### config.mk
export PLATFORM = sky130hd
export DESIGN_NAME = pccsc_regs
export DESIGN_NICKNAME = d
export VERILOG_FILES = /design/src/pccsc_pkg.sv /design/src/pccsc_regs.sv
export SDC_FILE = /design/constraint.sdc
export NUM_CORES = 1
export LEC_CHECK = 0
export BUFFER_PORTS_ARGS = -buffer_cell sky130_fd_sc_hd__buf_2
export CAP_MARGIN = 20
export CORE_ASPECT_RATIO = 0.9
export CORE_MARGIN = 5
export CORE_UTILIZATION = 42
export CTS_BUF_LIST = sky130_fd_sc_hd__clkbuf_2 sky130_fd_sc_hd__clkbuf_4 sky130_fd_sc_hd__clkbuf_8
export CTS_CLUSTER_SIZE = 8
export DETAILED_ROUTE_END_ITERATION = 6
export PLACE_DENSITY = 0.88
export SYNTH_ARGS = -nofsm -noshare
export SYNTH_HDL_FRONTEND = slang
export SYNTH_SLANG_ARGS = --single-unit
### constraint.sdc
create_clock -name ref_clk -period 3.1 [get_ports ref_clk]
set_input_delay 0.31 -clock ref_clk [delete_from_list [all_inputs] [get_ports ref_clk]]
set_output_delay 0.31 -clock ref_clk [all_outputs]
set_load 0.005 [all_outputs]
### src/pccsc_pkg.sv
`default_nettype none
package pccsc_pkg;
    // Configuration offsets (byte addresses)
    localparam logic [7:0] PCCSC_CMDST_OFF = 8'h04;
    localparam logic [7:0] PCCSC_CLASS_OFF = 8'h08;
    // Command bit positions
    localparam int PCCSC_IO_BIT = 0;
    localparam int PCCSC_MEM_BIT = 1;
    localparam int PCCSC_BME_BIT = 2;
    localparam int PCCSC_PAR_BIT = 6;
    localparam int PCCSC_SERR_BIT = 8;
    // Status bit positions
    localparam int PCCSC_CAP_BIT = 20;
    localparam int PCCSC_FB2B_BIT = 23;
    localparam int PCCSC_DPR_BIT = 24;
    localparam int PCCSC_DEVSEL_LSB = 25;
    localparam int PCCSC_TABT_BIT = 28;
    localparam int PCCSC_MABT_BIT = 29;
    localparam int PCCSC_SSE_BIT = 30;
    localparam int PCCSC_PERR_BIT = 31;
    // Class code fields
    localparam int PCCSC_BASE_LSB = 24;
    localparam int PCCSC_SUB_LSB = 16;
    localparam int PCCSC_REV_LSB = 4;
    localparam logic [7:0] PCCSC_BASE_CLASS = 8'h02;
    localparam logic [7:0] PCCSC_SUB_CLASS = 8'h00;
    localparam logic [1:0] PCCSC_DEVSEL_MEDIUM = 2'h1;
    // Values after hardware reset
    localparam logic PCCSC_IO_RST = 1'b1;
    localparam logic PCCSC_MEM_RST = 1'b1;
    localparam logic PCCSC_BME_RST = 1'b1;
    localparam logic PCCSC_PAR_RST = 1'b0;
    localparam logic PCCSC_SERR_RST = 1'b1;
    localparam logic [31:0] PCCSC_W1C_MASK = 32'hf100_0000;

    // One configuration cycle
    typedef struct packed {
        logic rd;
        logic wr;
        logic [7:0] addr;
        logic [3:0] be;
        logic [31:0] wdata;
    } pccsc_cfg_req_s;

    // Bus events seen by the PCI engine
    typedef struct packed {
        logic addr_par_err;
        logic data_par_err;
        logic perr_driven;
        logic perr_seen;
        logic master_active;
        logic master_abort;
        logic target_abort;
    } pccsc_evt_s;

    // Whole register state
    typedef struct packed {
        logic io_ctl;
        logic mem_en;
        logic bme;
        logic par_en;
        logic serr_en;
        logic perr_flag;
        logic sse_flag;
        logic mabt_flag;
        logic tabt_flag;
        logic dpr_flag;
        logic serr_out;
        logic rvalid;
        logic [31:0] rdata;
    } pccsc_state_s;
endpackage : pccsc_pkg
`default_nettype wire

### src/pccsc_regs.sv
// Function
// - Parity error flag sets on any detected parity error, regardless of bit 6.
// - System error signalled flag sets whenever the device drives SERR#.
// - Master abort flag sets when own master transaction ends in master abort.
// - Target abort flag sets when a target aborts own master transaction.
// - DEVSEL timing field reads 01, medium decode, and target uses it.
// - Data parity reported sets only as master, parity enabled, and PERR# driven or seen.
// - Bit 23 always reads 1, fast back-to-back target capable.
// - Bit 20 follows control register eighteen bit 19, capability list present.
// - With bits 8 and 6 set, drive SERR# on address-phase parity error.
// - Bit 6 resets 0; 1 lets parity errors raise SERR# (with bit 8) and set bit 24, 0 does not.
// - Bus mastering allowed only while bit 2 is 1; resets to 1.
// - Memory-space target access only while bit 1 is 1; resets to 1.
// - Bit 0: 0 enables, 1 disables I/O space access; resets to 1.
// - Class register bits 31 to 24 read 02h, network controller.
// - Class register bits 23 to 16 read 00h, Ethernet controller.
// - Bits 7 to 4 hold read-only revision; bits 15 to 8 reserved.
// - Defaults load on hardware reset; software reset leaves registers unchanged.
// - Byte, word and doubleword accesses honour byte enables.
`timescale 1ns/1ps
`default_nettype none
module pccsc_regs
    import pccsc_pkg::*;
#(
    parameter logic [3:0] REVISION = 4'h3 // Arbitrary value
)
(
    // Clock and reset
    input wire logic ref_clk,
    input wire logic rst_n,
    // Configuration cycles
    input wire pccsc_cfg_req_s cfg_req,
    output logic [31:0] cfg_rdata,
    output logic cfg_rvalid,
    // Bus events and capability strap
    input wire pccsc_evt_s evt,
    input wire logic cap_list_en,
    // Controls to the PCI engine
    output logic serr_active,
    output logic master_enable,
    output logic mem_access_enable,
    output logic io_access_enable,
    output logic [1:0] devsel_timing
);

    pccsc_state_s st_q;
    pccsc_state_s st_d;
    logic [31:0] cmdst_rd;
    logic [31:0] class_rd;
    logic [31:0] wmask;
    logic hit_cmdst;
    logic hit_class;
    logic serr_fire;

    // Byte enables to bit mask
    function automatic logic [31:0] be_mask(input logic [3:0] be);
        logic [31:0] m;
        m = 32'h0000_0000;
        for (int i = 0; i < 4; i++)
        begin
            m[i*8 +: 8] = {8{be[i]}};
        end
        return m;
    endfunction : be_mask

    function automatic logic hit(input logic [7:0] a, input logic [7:0] off);
        return a[7:2] == off[7:2];
    endfunction : hit

    always_comb
    begin
        hit_cmdst = hit(cfg_req.addr, PCCSC_CMDST_OFF);
        hit_class = hit(cfg_req.addr, PCCSC_CLASS_OFF);
        wmask = be_mask(cfg_req.be) & cfg_req.wdata & {32{cfg_req.wr & hit_cmdst}};
        // Address parity error raises SERR# only with both enables
        serr_fire = evt.addr_par_err & st_q.serr_en & st_q.par_en;
        cmdst_rd = 32'h0000_0000;
        cmdst_rd[PCCSC_PERR_BIT] = st_q.perr_flag;
        cmdst_rd[PCCSC_SSE_BIT] = st_q.sse_flag;
        cmdst_rd[PCCSC_MABT_BIT] = st_q.mabt_flag;
        cmdst_rd[PCCSC_TABT_BIT] = st_q.tabt_flag;
        cmdst_rd[PCCSC_DEVSEL_LSB +: 2] = PCCSC_DEVSEL_MEDIUM;
        cmdst_rd[PCCSC_DPR_BIT] = st_q.dpr_flag;
        cmdst_rd[PCCSC_FB2B_BIT] = 1'b1;
        cmdst_rd[PCCSC_CAP_BIT] = cap_list_en;
        cmdst_rd[PCCSC_SERR_BIT] = st_q.serr_en;
        cmdst_rd[PCCSC_PAR_BIT] = st_q.par_en;
        cmdst_rd[PCCSC_BME_BIT] = st_q.bme;
        cmdst_rd[PCCSC_MEM_BIT] = st_q.mem_en;
        cmdst_rd[PCCSC_IO_BIT] = st_q.io_ctl;
        class_rd = 32'h0000_0000;
        class_rd[PCCSC_BASE_LSB +: 8] = PCCSC_BASE_CLASS;
        class_rd[PCCSC_SUB_LSB +: 8] = PCCSC_SUB_CLASS;
        class_rd[PCCSC_REV_LSB +: 4] = REVISION;
    end

    always_comb
    begin
        st_d = st_q;
        // Command bits, byte-lane qualified
        if (cfg_req.wr && hit_cmdst && cfg_req.be[0])
        begin
            st_d.io_ctl = cfg_req.wdata[PCCSC_IO_BIT];
            st_d.mem_en = cfg_req.wdata[PCCSC_MEM_BIT];
            st_d.bme = cfg_req.wdata[PCCSC_BME_BIT];
            st_d.par_en = cfg_req.wdata[PCCSC_PAR_BIT];
        end
        if (cfg_req.wr && hit_cmdst && cfg_req.be[1])
        begin
            st_d.serr_en = cfg_req.wdata[PCCSC_SERR_BIT];
        end
        // Sticky flags: the set wins over a write-one clear
        st_d.perr_flag = (st_q.perr_flag & ~wmask[PCCSC_PERR_BIT])
            | evt.data_par_err | evt.addr_par_err;
        st_d.sse_flag = (st_q.sse_flag & ~wmask[PCCSC_SSE_BIT]) | st_q.serr_out;
        st_d.mabt_flag = (st_q.mabt_flag & ~wmask[PCCSC_MABT_BIT])
            | (evt.master_abort & evt.master_active);
        st_d.tabt_flag = (st_q.tabt_flag & ~wmask[PCCSC_TABT_BIT])
            | (evt.target_abort & evt.master_active);
        st_d.dpr_flag = (st_q.dpr_flag & ~wmask[PCCSC_DPR_BIT])
            | ((evt.perr_driven | evt.perr_seen) & evt.master_active & st_q.par_en);
        st_d.serr_out = serr_fire;
        // Read data, one cycle after the request
        st_d.rvalid = cfg_req.rd;
        st_d.rdata = 32'h0000_0000;
        if (cfg_req.rd && hit_cmdst)
        begin
            st_d.rdata = cmdst_rd & be_mask(cfg_req.be);
        end
        else if (cfg_req.rd && hit_class)
        begin
            st_d.rdata = class_rd & be_mask(cfg_req.be);
        end
    end

    // Only the hardware reset loads defaults
    always_ff @(posedge ref_clk)
    begin
        if (!rst_n)
        begin
            st_q <= '0;
            st_q.io_ctl <= PCCSC_IO_RST;
            st_q.mem_en <= PCCSC_MEM_RST;
            st_q.bme <= PCCSC_BME_RST;
            st_q.par_en <= PCCSC_PAR_RST;
            st_q.serr_en <= PCCSC_SERR_RST;
        end
        else
        begin
            st_q <= st_d;
        end
    end

    assign cfg_rdata = st_q.rdata;
    assign cfg_rvalid = st_q.rvalid;
    assign serr_active = st_q.serr_out;
    assign master_enable = st_q.bme;
    assign mem_access_enable = st_q.mem_en;
    assign io_access_enable = ~st_q.io_ctl;
    assign devsel_timing = PCCSC_DEVSEL_MEDIUM;
endmodule : pccsc_regs
`default_nettype wire

# After elaboration in Yosys (flattened, before gate mapping)
# Cells that the tools add are included.
# classes
eq_ne,2
bitwise,28
n_mux,2
n_reduce_logical,5
# ops
cell,n
bitwise AND 32 bit,3
2-to-1 mux 32 bit,1
2-to-1 mux 26 bit,1
bitwise AND 1 bit,12
bitwise OR 1 bit,7
"== test 6 x 1 -> 1 bit, second input constant",1
"== test 6 x 2 -> 1 bit, second input constant",1
NOT 1 bit,6
logical AND 1 bit,5
# totals
ff_bits,44
out_inout_bits,39

# Longest topological paths before layout
# Gate-level depths: netlist of run 1.
# depth
ltp_word,7
mapped_depth,5
depth_no_buf,3

# Worst setup path before layout of run 1
# No wires, ideal clock.
# synth_path
kind,input to register
start,in cfg_req[41] (netlist name)
end,"reg st_q, in the netlist cmdst_rd[0]"
cell_stages,4
arrival_time_ns,1.439
path_slack_ns,1.589
path_cell_list,or4_4 > buf_6 > nor3_4 > mux2i_1
# synth_via
elab_chain_len,3
# synth_lines
item,line,rtl
start: declaration,pccsc_regs.sv:32,"input wire pccsc_cfg_req_s cfg_req,"
== test 6 x 1 -> 1 bit,pccsc_regs.sv:67,return a[7:2] == off[7:2];
logical AND 1 bit (2 in series),pccsc_regs.sv:101,if (cfg_req.wr && hit_cmdst && cfg_req.be[0])
end signal: assignment,pccsc_regs.sv:150,st_q <= st_d;
end: declaration,pccsc_regs.sv:46,pccsc_state_s st_q;
# No other way between the ends.
# A chain may end at the register's enable or synchronous reset.

# Worst setup path in the final report of run 1
# layout_path
start,in cfg_req[41] (netlist name)
end,"reg st_q, in the netlist cfg_rdata[20]"
# layout_via
elab_chain_len,3
# layout_lines
item,line,rtl
== test 6 x 1 -> 1 bit,pccsc_regs.sv:67,
logical AND 1 bit,pccsc_regs.sv:126,if (cfg_req.rd && hit_cmdst)
2-to-1 mux 32 bit,pccsc_regs.sv:126,
# No other way between the ends.

==> impl_metrics.ini, run 1 <==
[run_status]
status = completed

[sta]
maxSlewViolCount = 0
skew_ns = 0.00162
hold_viol = 0
rsz0062_at_grt = no
min_period_ns = 1.39
min_period_over_period_pct = 44.8
final.setup.worst_slack_ns = 1.71
fmax_mhz = 720
setup_viol = 0
setup_tns_ns = 0
hold_ws_ns = 0.171

[drt]
finalWirelength_mm = 2.21
drt_iter0_markers = 35
remaining_drc_errors = 0
vias_per_cell = 4.66
dr.pass1.iters = 4
wl_per_cell_um = 11.8
drtAntennaViolNets = 0
vias = 876

[power]
vdd_drop_max_uv = 240
powerDensity_nw_per_um2 = 402
leakagePower_nw = 0.715

[global_routing]
grt_max_degree = 14
antenna_found_initial = 0
grt_pass1_vias = 789
grt_pass1_wl_mm = 3.48
grt-ovfl-total = 0
grt_usage_pct = 11.9

[cts]
cts.sinks = 26
clockBufferDepth = 2
cts_setup_buffers = 0
ctsResizeCount = 0
clk_latency_ns = 0.30
cts_tree = built
hold_buffers = 0
root_buffer = clkbuf_4
cts_buffers = 3
clkTransAtPathRegs_ns = 0.12
h-tree-depth = 1

[logic_synthesis]
netlist_area_um2 = 1100
ys_seq_area_share_pct = 47.5
postSynth.asyncResetShare_pct = 0
synth_seq_cells = 26
synth.distinct_cells = 27
synth.avg_cell_area_um2 = 9.87
synthTopCellsByArea = dfxtp_1 (47%), buf_4 (14%), and3_1 (5.1%), nor3_4 (4.5%), mux2i_1 (3.7%)
yosysTopAreaCell = dfxtp_1
synthCells = 111
synth_top_area_share_pct = 47.5
synth_enable_flop_cells = 0
yosys_most_used_dff = dfxtp_1
yosys_warnings = 0

[layout]
multi_input_area_um2 = 448
synthToLayoutAreaGrowth_pct = 18.6
ff_latch_area_um2 = 520
final_common_cell = buf_2
stdcell_count = 188
final_cell_mix = buf_2 (51), dfxtp_1 (26), conb_1 (19), nand2_1 (9), and3_1 (9)
fin_area_um2 = 1300
antenna_cells = 0
fin_nets = 218
drive_above_1_share_pct = 38.1
fill_cells = 246

[die]
die_w_um = 63.8
core_area_um2 = 2470
die_h_um = 58.5
initial_core_util_pct = 44.4
dieArea_um2 = 3730
core.rowCount = 17
io_pins = 95

[setup_path]
cp_max_fo = 12
cp_top_family = simple AND/OR/NAND/NOR gates
cp-start-kind = primary input
path_class = primary input to register
crit_arrival_ns = 1.65
setup.worst_path.end_class = register
cpPeakStageDelay_ns = 0.61
cp_cell_sequence = buf_2, or4_4, nor3_4, and3_2
crit_slowest_cell = or4_4
critPathRequiredTime_ns = 3.36
critical_path_buf_inv_count = 1

[worst_hold_path]
hold_path_class = primary input to register

[placed_design]
place_hpwl_mm = 1.79
gp_congestion = 0.738
place_inst = 185
io_buffer_count = 51
place_ws_ns = 1.36
place_area_um2 = 1280

[run]
drv_cap = 0
==> cell families after synthesis <==
group / Yosys count / synth area share (%)
XOR/XNOR: 1 / 0.799
multiplexers: 4 / 3.65
buffers and inverters: 27 / 17.5
AND/OR/NAND/NOR: 39 / 22.5
AO/OA/AOI/OAI: 12 / 7.42
other: 2 / 0.685
flip-flops: 26 / 47.5
==> synthesized netlist by cell type, drive strengths merged (2+ instances only) <==
| master | n |
|---|---|
| inv | 4 |
| buf | 22 |
| o21ai | 3 |
| mux2i | 4 |
| a21oi | 3 |
| nand2 | 9 |
| conb | 2 |
| nor3 | 5 |
| a311oi | 3 |
| dfxtp | 26 |
| nor2 | 7 |
| and3 | 11 |
==> flip-flops by register name, summed over array words and instances (netlist names) <==
signal	count
master_enable	1
cmdst_rd	8
mem_access_enable	1
cfg_rvalid	1
serr_active	1
cfg_rdata	14
==> final timing paths <==
path,start,to,slack [ns],cells after the start
worst min register to register,cmdst_rd[24]$_SDFF_PN0_,cfg_rdata[24]$_SDFF_PN0_,0.50,1
worst max register to register,cmdst_rd[6]$_SDFFE_PN0P_,cmdst_rd[24]$_SDFF_PN0_,2.28,3
worst min-delay path,cfg_req[30],cmdst_rd[30]$_SDFF_PN0_,0.17,2
worst max-delay path,cfg_req[41],cfg_rdata[20]$_SDFF_PN0_,1.71,4
==> per-stage QoR <==
step	power [mW]	util, %
finish	0.523	52.7
global route	0.553	52.7
CTS	0.528	52.7
detailed placement	0.396	51.8
global placement	0.395	51.8
floorplan	0.386	-
==> layer usage <==
layer | track usage [%] | wire length (µm)
met2 | 17.5 | 868
met5 | 0 | 0
met3 | 4.77 | 344
met4 | 5.34 | 20
met1 | 15.4 | 976
==> report_power, final <==
part	internal (mW)	total (mW)	switching, mW
clock network	0.0454	0.134	0.0884
registers	0.338	0.339	0.00134
logic	0.0214	0.0501	0.0288
==> cell type report <==
cell class | count | share of cell area, %
Inverter | 5 | 1.44
Timing Repair Buffer | 51 | 19.6
Clock buffer | 3 | 1.73
Multi-Input combinational cell | 75 | 34.5
Sequential cell | 26 | 40.0
Tap cell | 28 | 2.69
Note: power is estimated with default switching activity, not from simulation.
==> run 2, diff against run 1 <==
--- a/config.mk
+++ b/config.mk
@@ -9,11 +9,11 @@
 export CAP_MARGIN = 20
 export CORE_ASPECT_RATIO = 0.9
 export CORE_MARGIN = 5
-export CORE_UTILIZATION = 42
+export CORE_UTILIZATION = 35
 export CTS_BUF_LIST = sky130_fd_sc_hd__clkbuf_2 sky130_fd_sc_hd__clkbuf_4 sky130_fd_sc_hd__clkbuf_8
 export CTS_CLUSTER_SIZE = 8
 export DETAILED_ROUTE_END_ITERATION = 6
-export PLACE_DENSITY = 0.88
+export PLACE_DENSITY = 0.78
 export SYNTH_ARGS = -nofsm -noshare
 export SYNTH_HDL_FRONTEND = slang
 export SYNTH_SLANG_ARGS = --single-unit
==> constraint.sdc (replaced) <==
create_clock -name ref_clk -period 1.15 [get_ports ref_clk]
set_input_delay 0.115 -clock ref_clk [delete_from_list [all_inputs] [get_ports ref_clk]]
set_output_delay 0.115 -clock ref_clk [all_outputs]
set_load 0.005 [all_outputs]
==> run 2 against run 1 <==
Against the previous run: power rose to 2.8 times the previous value; register-to-register slack got worse by 1.9 ns; setup slack worse by 1.6 ns; sequential cell count unchanged; sequential power increased to 2.7 times the previous value; global-route usage fell by 1.4 points; clock power rose to 2.8 times the previous value; utilization down 6.3 points; clock skew is 0.0062 ns higher; first-iteration DRC count fell by 26%; critical path type unchanged; highest routed layer unchanged.
==> impl_metrics.ini, run 2 (synthesis results as in run 1) <==
[global_routing]
grt_max_degree = 14
antenna_found_initial = 0
grt_pass1_vias = 896
grt_pass1_wl_mm = 3.65
grt-ovfl-total = 0
grt_usage_pct = 10.6

[layout]
drive_above_1_share_pct = 39.8
fin_nets = 229
final_cell_mix = buf_2 (51), dfxtp_1 (26), conb_1 (19), nand2_1 (9), and3_1 (9)
multi_input_area_um2 = 449
stdcell_count = 213
final_common_cell = buf_2
fin_util_pct = 46.4
fin_area_um2 = 1410
antenna_cells = 0
fill_cells = 316
synthToLayoutAreaGrowth_pct = 28.8
ff_latch_area_um2 = 520
largest_register_ffs = 14

[setup_path]
cp_max_fo = 6
cp_cell_sequence = buf_2, or4_4, nor3_4, mux2i_1
critical_path_buf_inv_count = 1
critPathRequiredTime_ns = 1.41
cp-start-kind = primary input
crit_arrival_ns = 1.29
setup.worst_path.end_class = register
path_class = primary input to register
reg2reg_from = cmdst_rd[6]$_SDFFE_PN0P_
cp-startpoint = cfg_req[41]
cpPeakStageDelay_ns = 0.60
cp_top_family = simple AND/OR/NAND/NOR gates
crit_slowest_cell = or4_4

[drt]
wl_per_cell_um = 11.5
drt_iter0_markers = 26
vias = 920
finalWirelength_mm = 2.44
dr.pass1.iters = 4
vias_per_cell = 4.32
drtAntennaViolNets = 0
remaining_drc_errors = 0

[die]
die_h_um = 63.1
dieArea_um2 = 4350
initial_core_util_pct = 36.0
die_w_um = 69.0
core.rowCount = 19
core_area_um2 = 3040
io_pins = 95

[placed_design]
place_hpwl_mm = 2.04
place_inst = 206
gp_congestion = 0.713
place_ws_ns = -0.231
io_buffer_count = 51
place_area_um2 = 1350

[sta]
min_period_ns = 1.04
fmax_mhz = 965
setup_viol = 0
final.setup.worst_slack_ns = 0.114
rsz0062_at_grt = no
maxSlewViolCount = 0
hold_viol = 0
min_period_over_period_pct = 90.1
skew_ns = 0.00783

[cts]
root_buffer = clkbuf_4
clockBufferDepth = 2
cts.sinks = 26
ctsResizeCount = 0
cts_setup_buffers = 0
cts_tree = built
cts_buffers = 3
clk_latency_ns = 0.31
h-tree-depth = 1
clkTransAtPathRegs_ns = 0.13

[power]
total_power_mw = 1.45
vdd_drop_max_uv = 426
powerDensity_nw_per_um2 = 1020
leakagePower_nw = 0.765

[worst_hold_path]
min_from = rst_n
hold_path_class = primary input to register

[run]
drv_cap = 0

[run_status]
status = completed
## run 2: cell types whose count changed in the layout (fill, tap and decap cells not counted), sizes merged
| cell | change |
|---|---|
| buf | +7 |
| dlygate4sd3 | +4 |
## run 2: per-stage QoR
step                TNS [ns]  hold slack, ns
finish                     0          0.0241
global route               0         0.00670
CTS                        0          0.0106
detailed placement     -4.41           0.325
global placement       -3.87           0.320
floorplan              -1.24           0.190
## run 2: final timing paths
kind	slack [ns]	endpoint	cells after the start
setup / recovery	0.11	cmdst_rd[0]$_SDFFE_PN1P_	4
hold / removal	0.02	cmdst_rd[8]$_SDFFE_PN1P_	2
setup reg to reg	0.33	cmdst_rd[24]$_SDFF_PN0_	3
hold reg to reg	0.50	cmdst_rd[30]$_SDFF_PN0_	2
## run 2: repair_timing
| action | 4_1_cts | 5_1_grt |
|---|---|---|
| hold buffers | 4 | 0 |
| setup endpoints to repair | 0 | 0 |
| endpoints found under the hold margin | 4 | 0 |
## run 2: layer usage
layer	routed length (µm)	global-route usage, %	part of all wire (%)	vias to the layer above
met2	1060	18.0	43	57
li1	-	-	-	458
met4	27	3.65	1.1	0
met5	0	0	0	-
met1	1010	12.5	41	401
met3	349	2.66	14	4
## run 2: cell type report
cell class / instances / area share, %
multi-input combinational: 75 / 31.8
timing repair buffer: 62 / 24.6
tap: 42 / 3.72
inverter: 5 / 1.33
sequential: 26 / 36.9
clock buffer: 3 / 1.60
## run 2: report_power, final
group / switching (mW) / internal, mW / total (mW)
Combinational: 0.0833 / 0.0762 / 0.160
Clock: 0.248 / 0.123 / 0.371
Sequential: 0.00470 / 0.911 / 0.916
## run 2: worst reg2reg max path: stages (launching register included)
cell and delay [ns]:
dfxtp_1 0.40, o211a_1 0.18, o21ai_0 0.07, a21oi_1 0.11
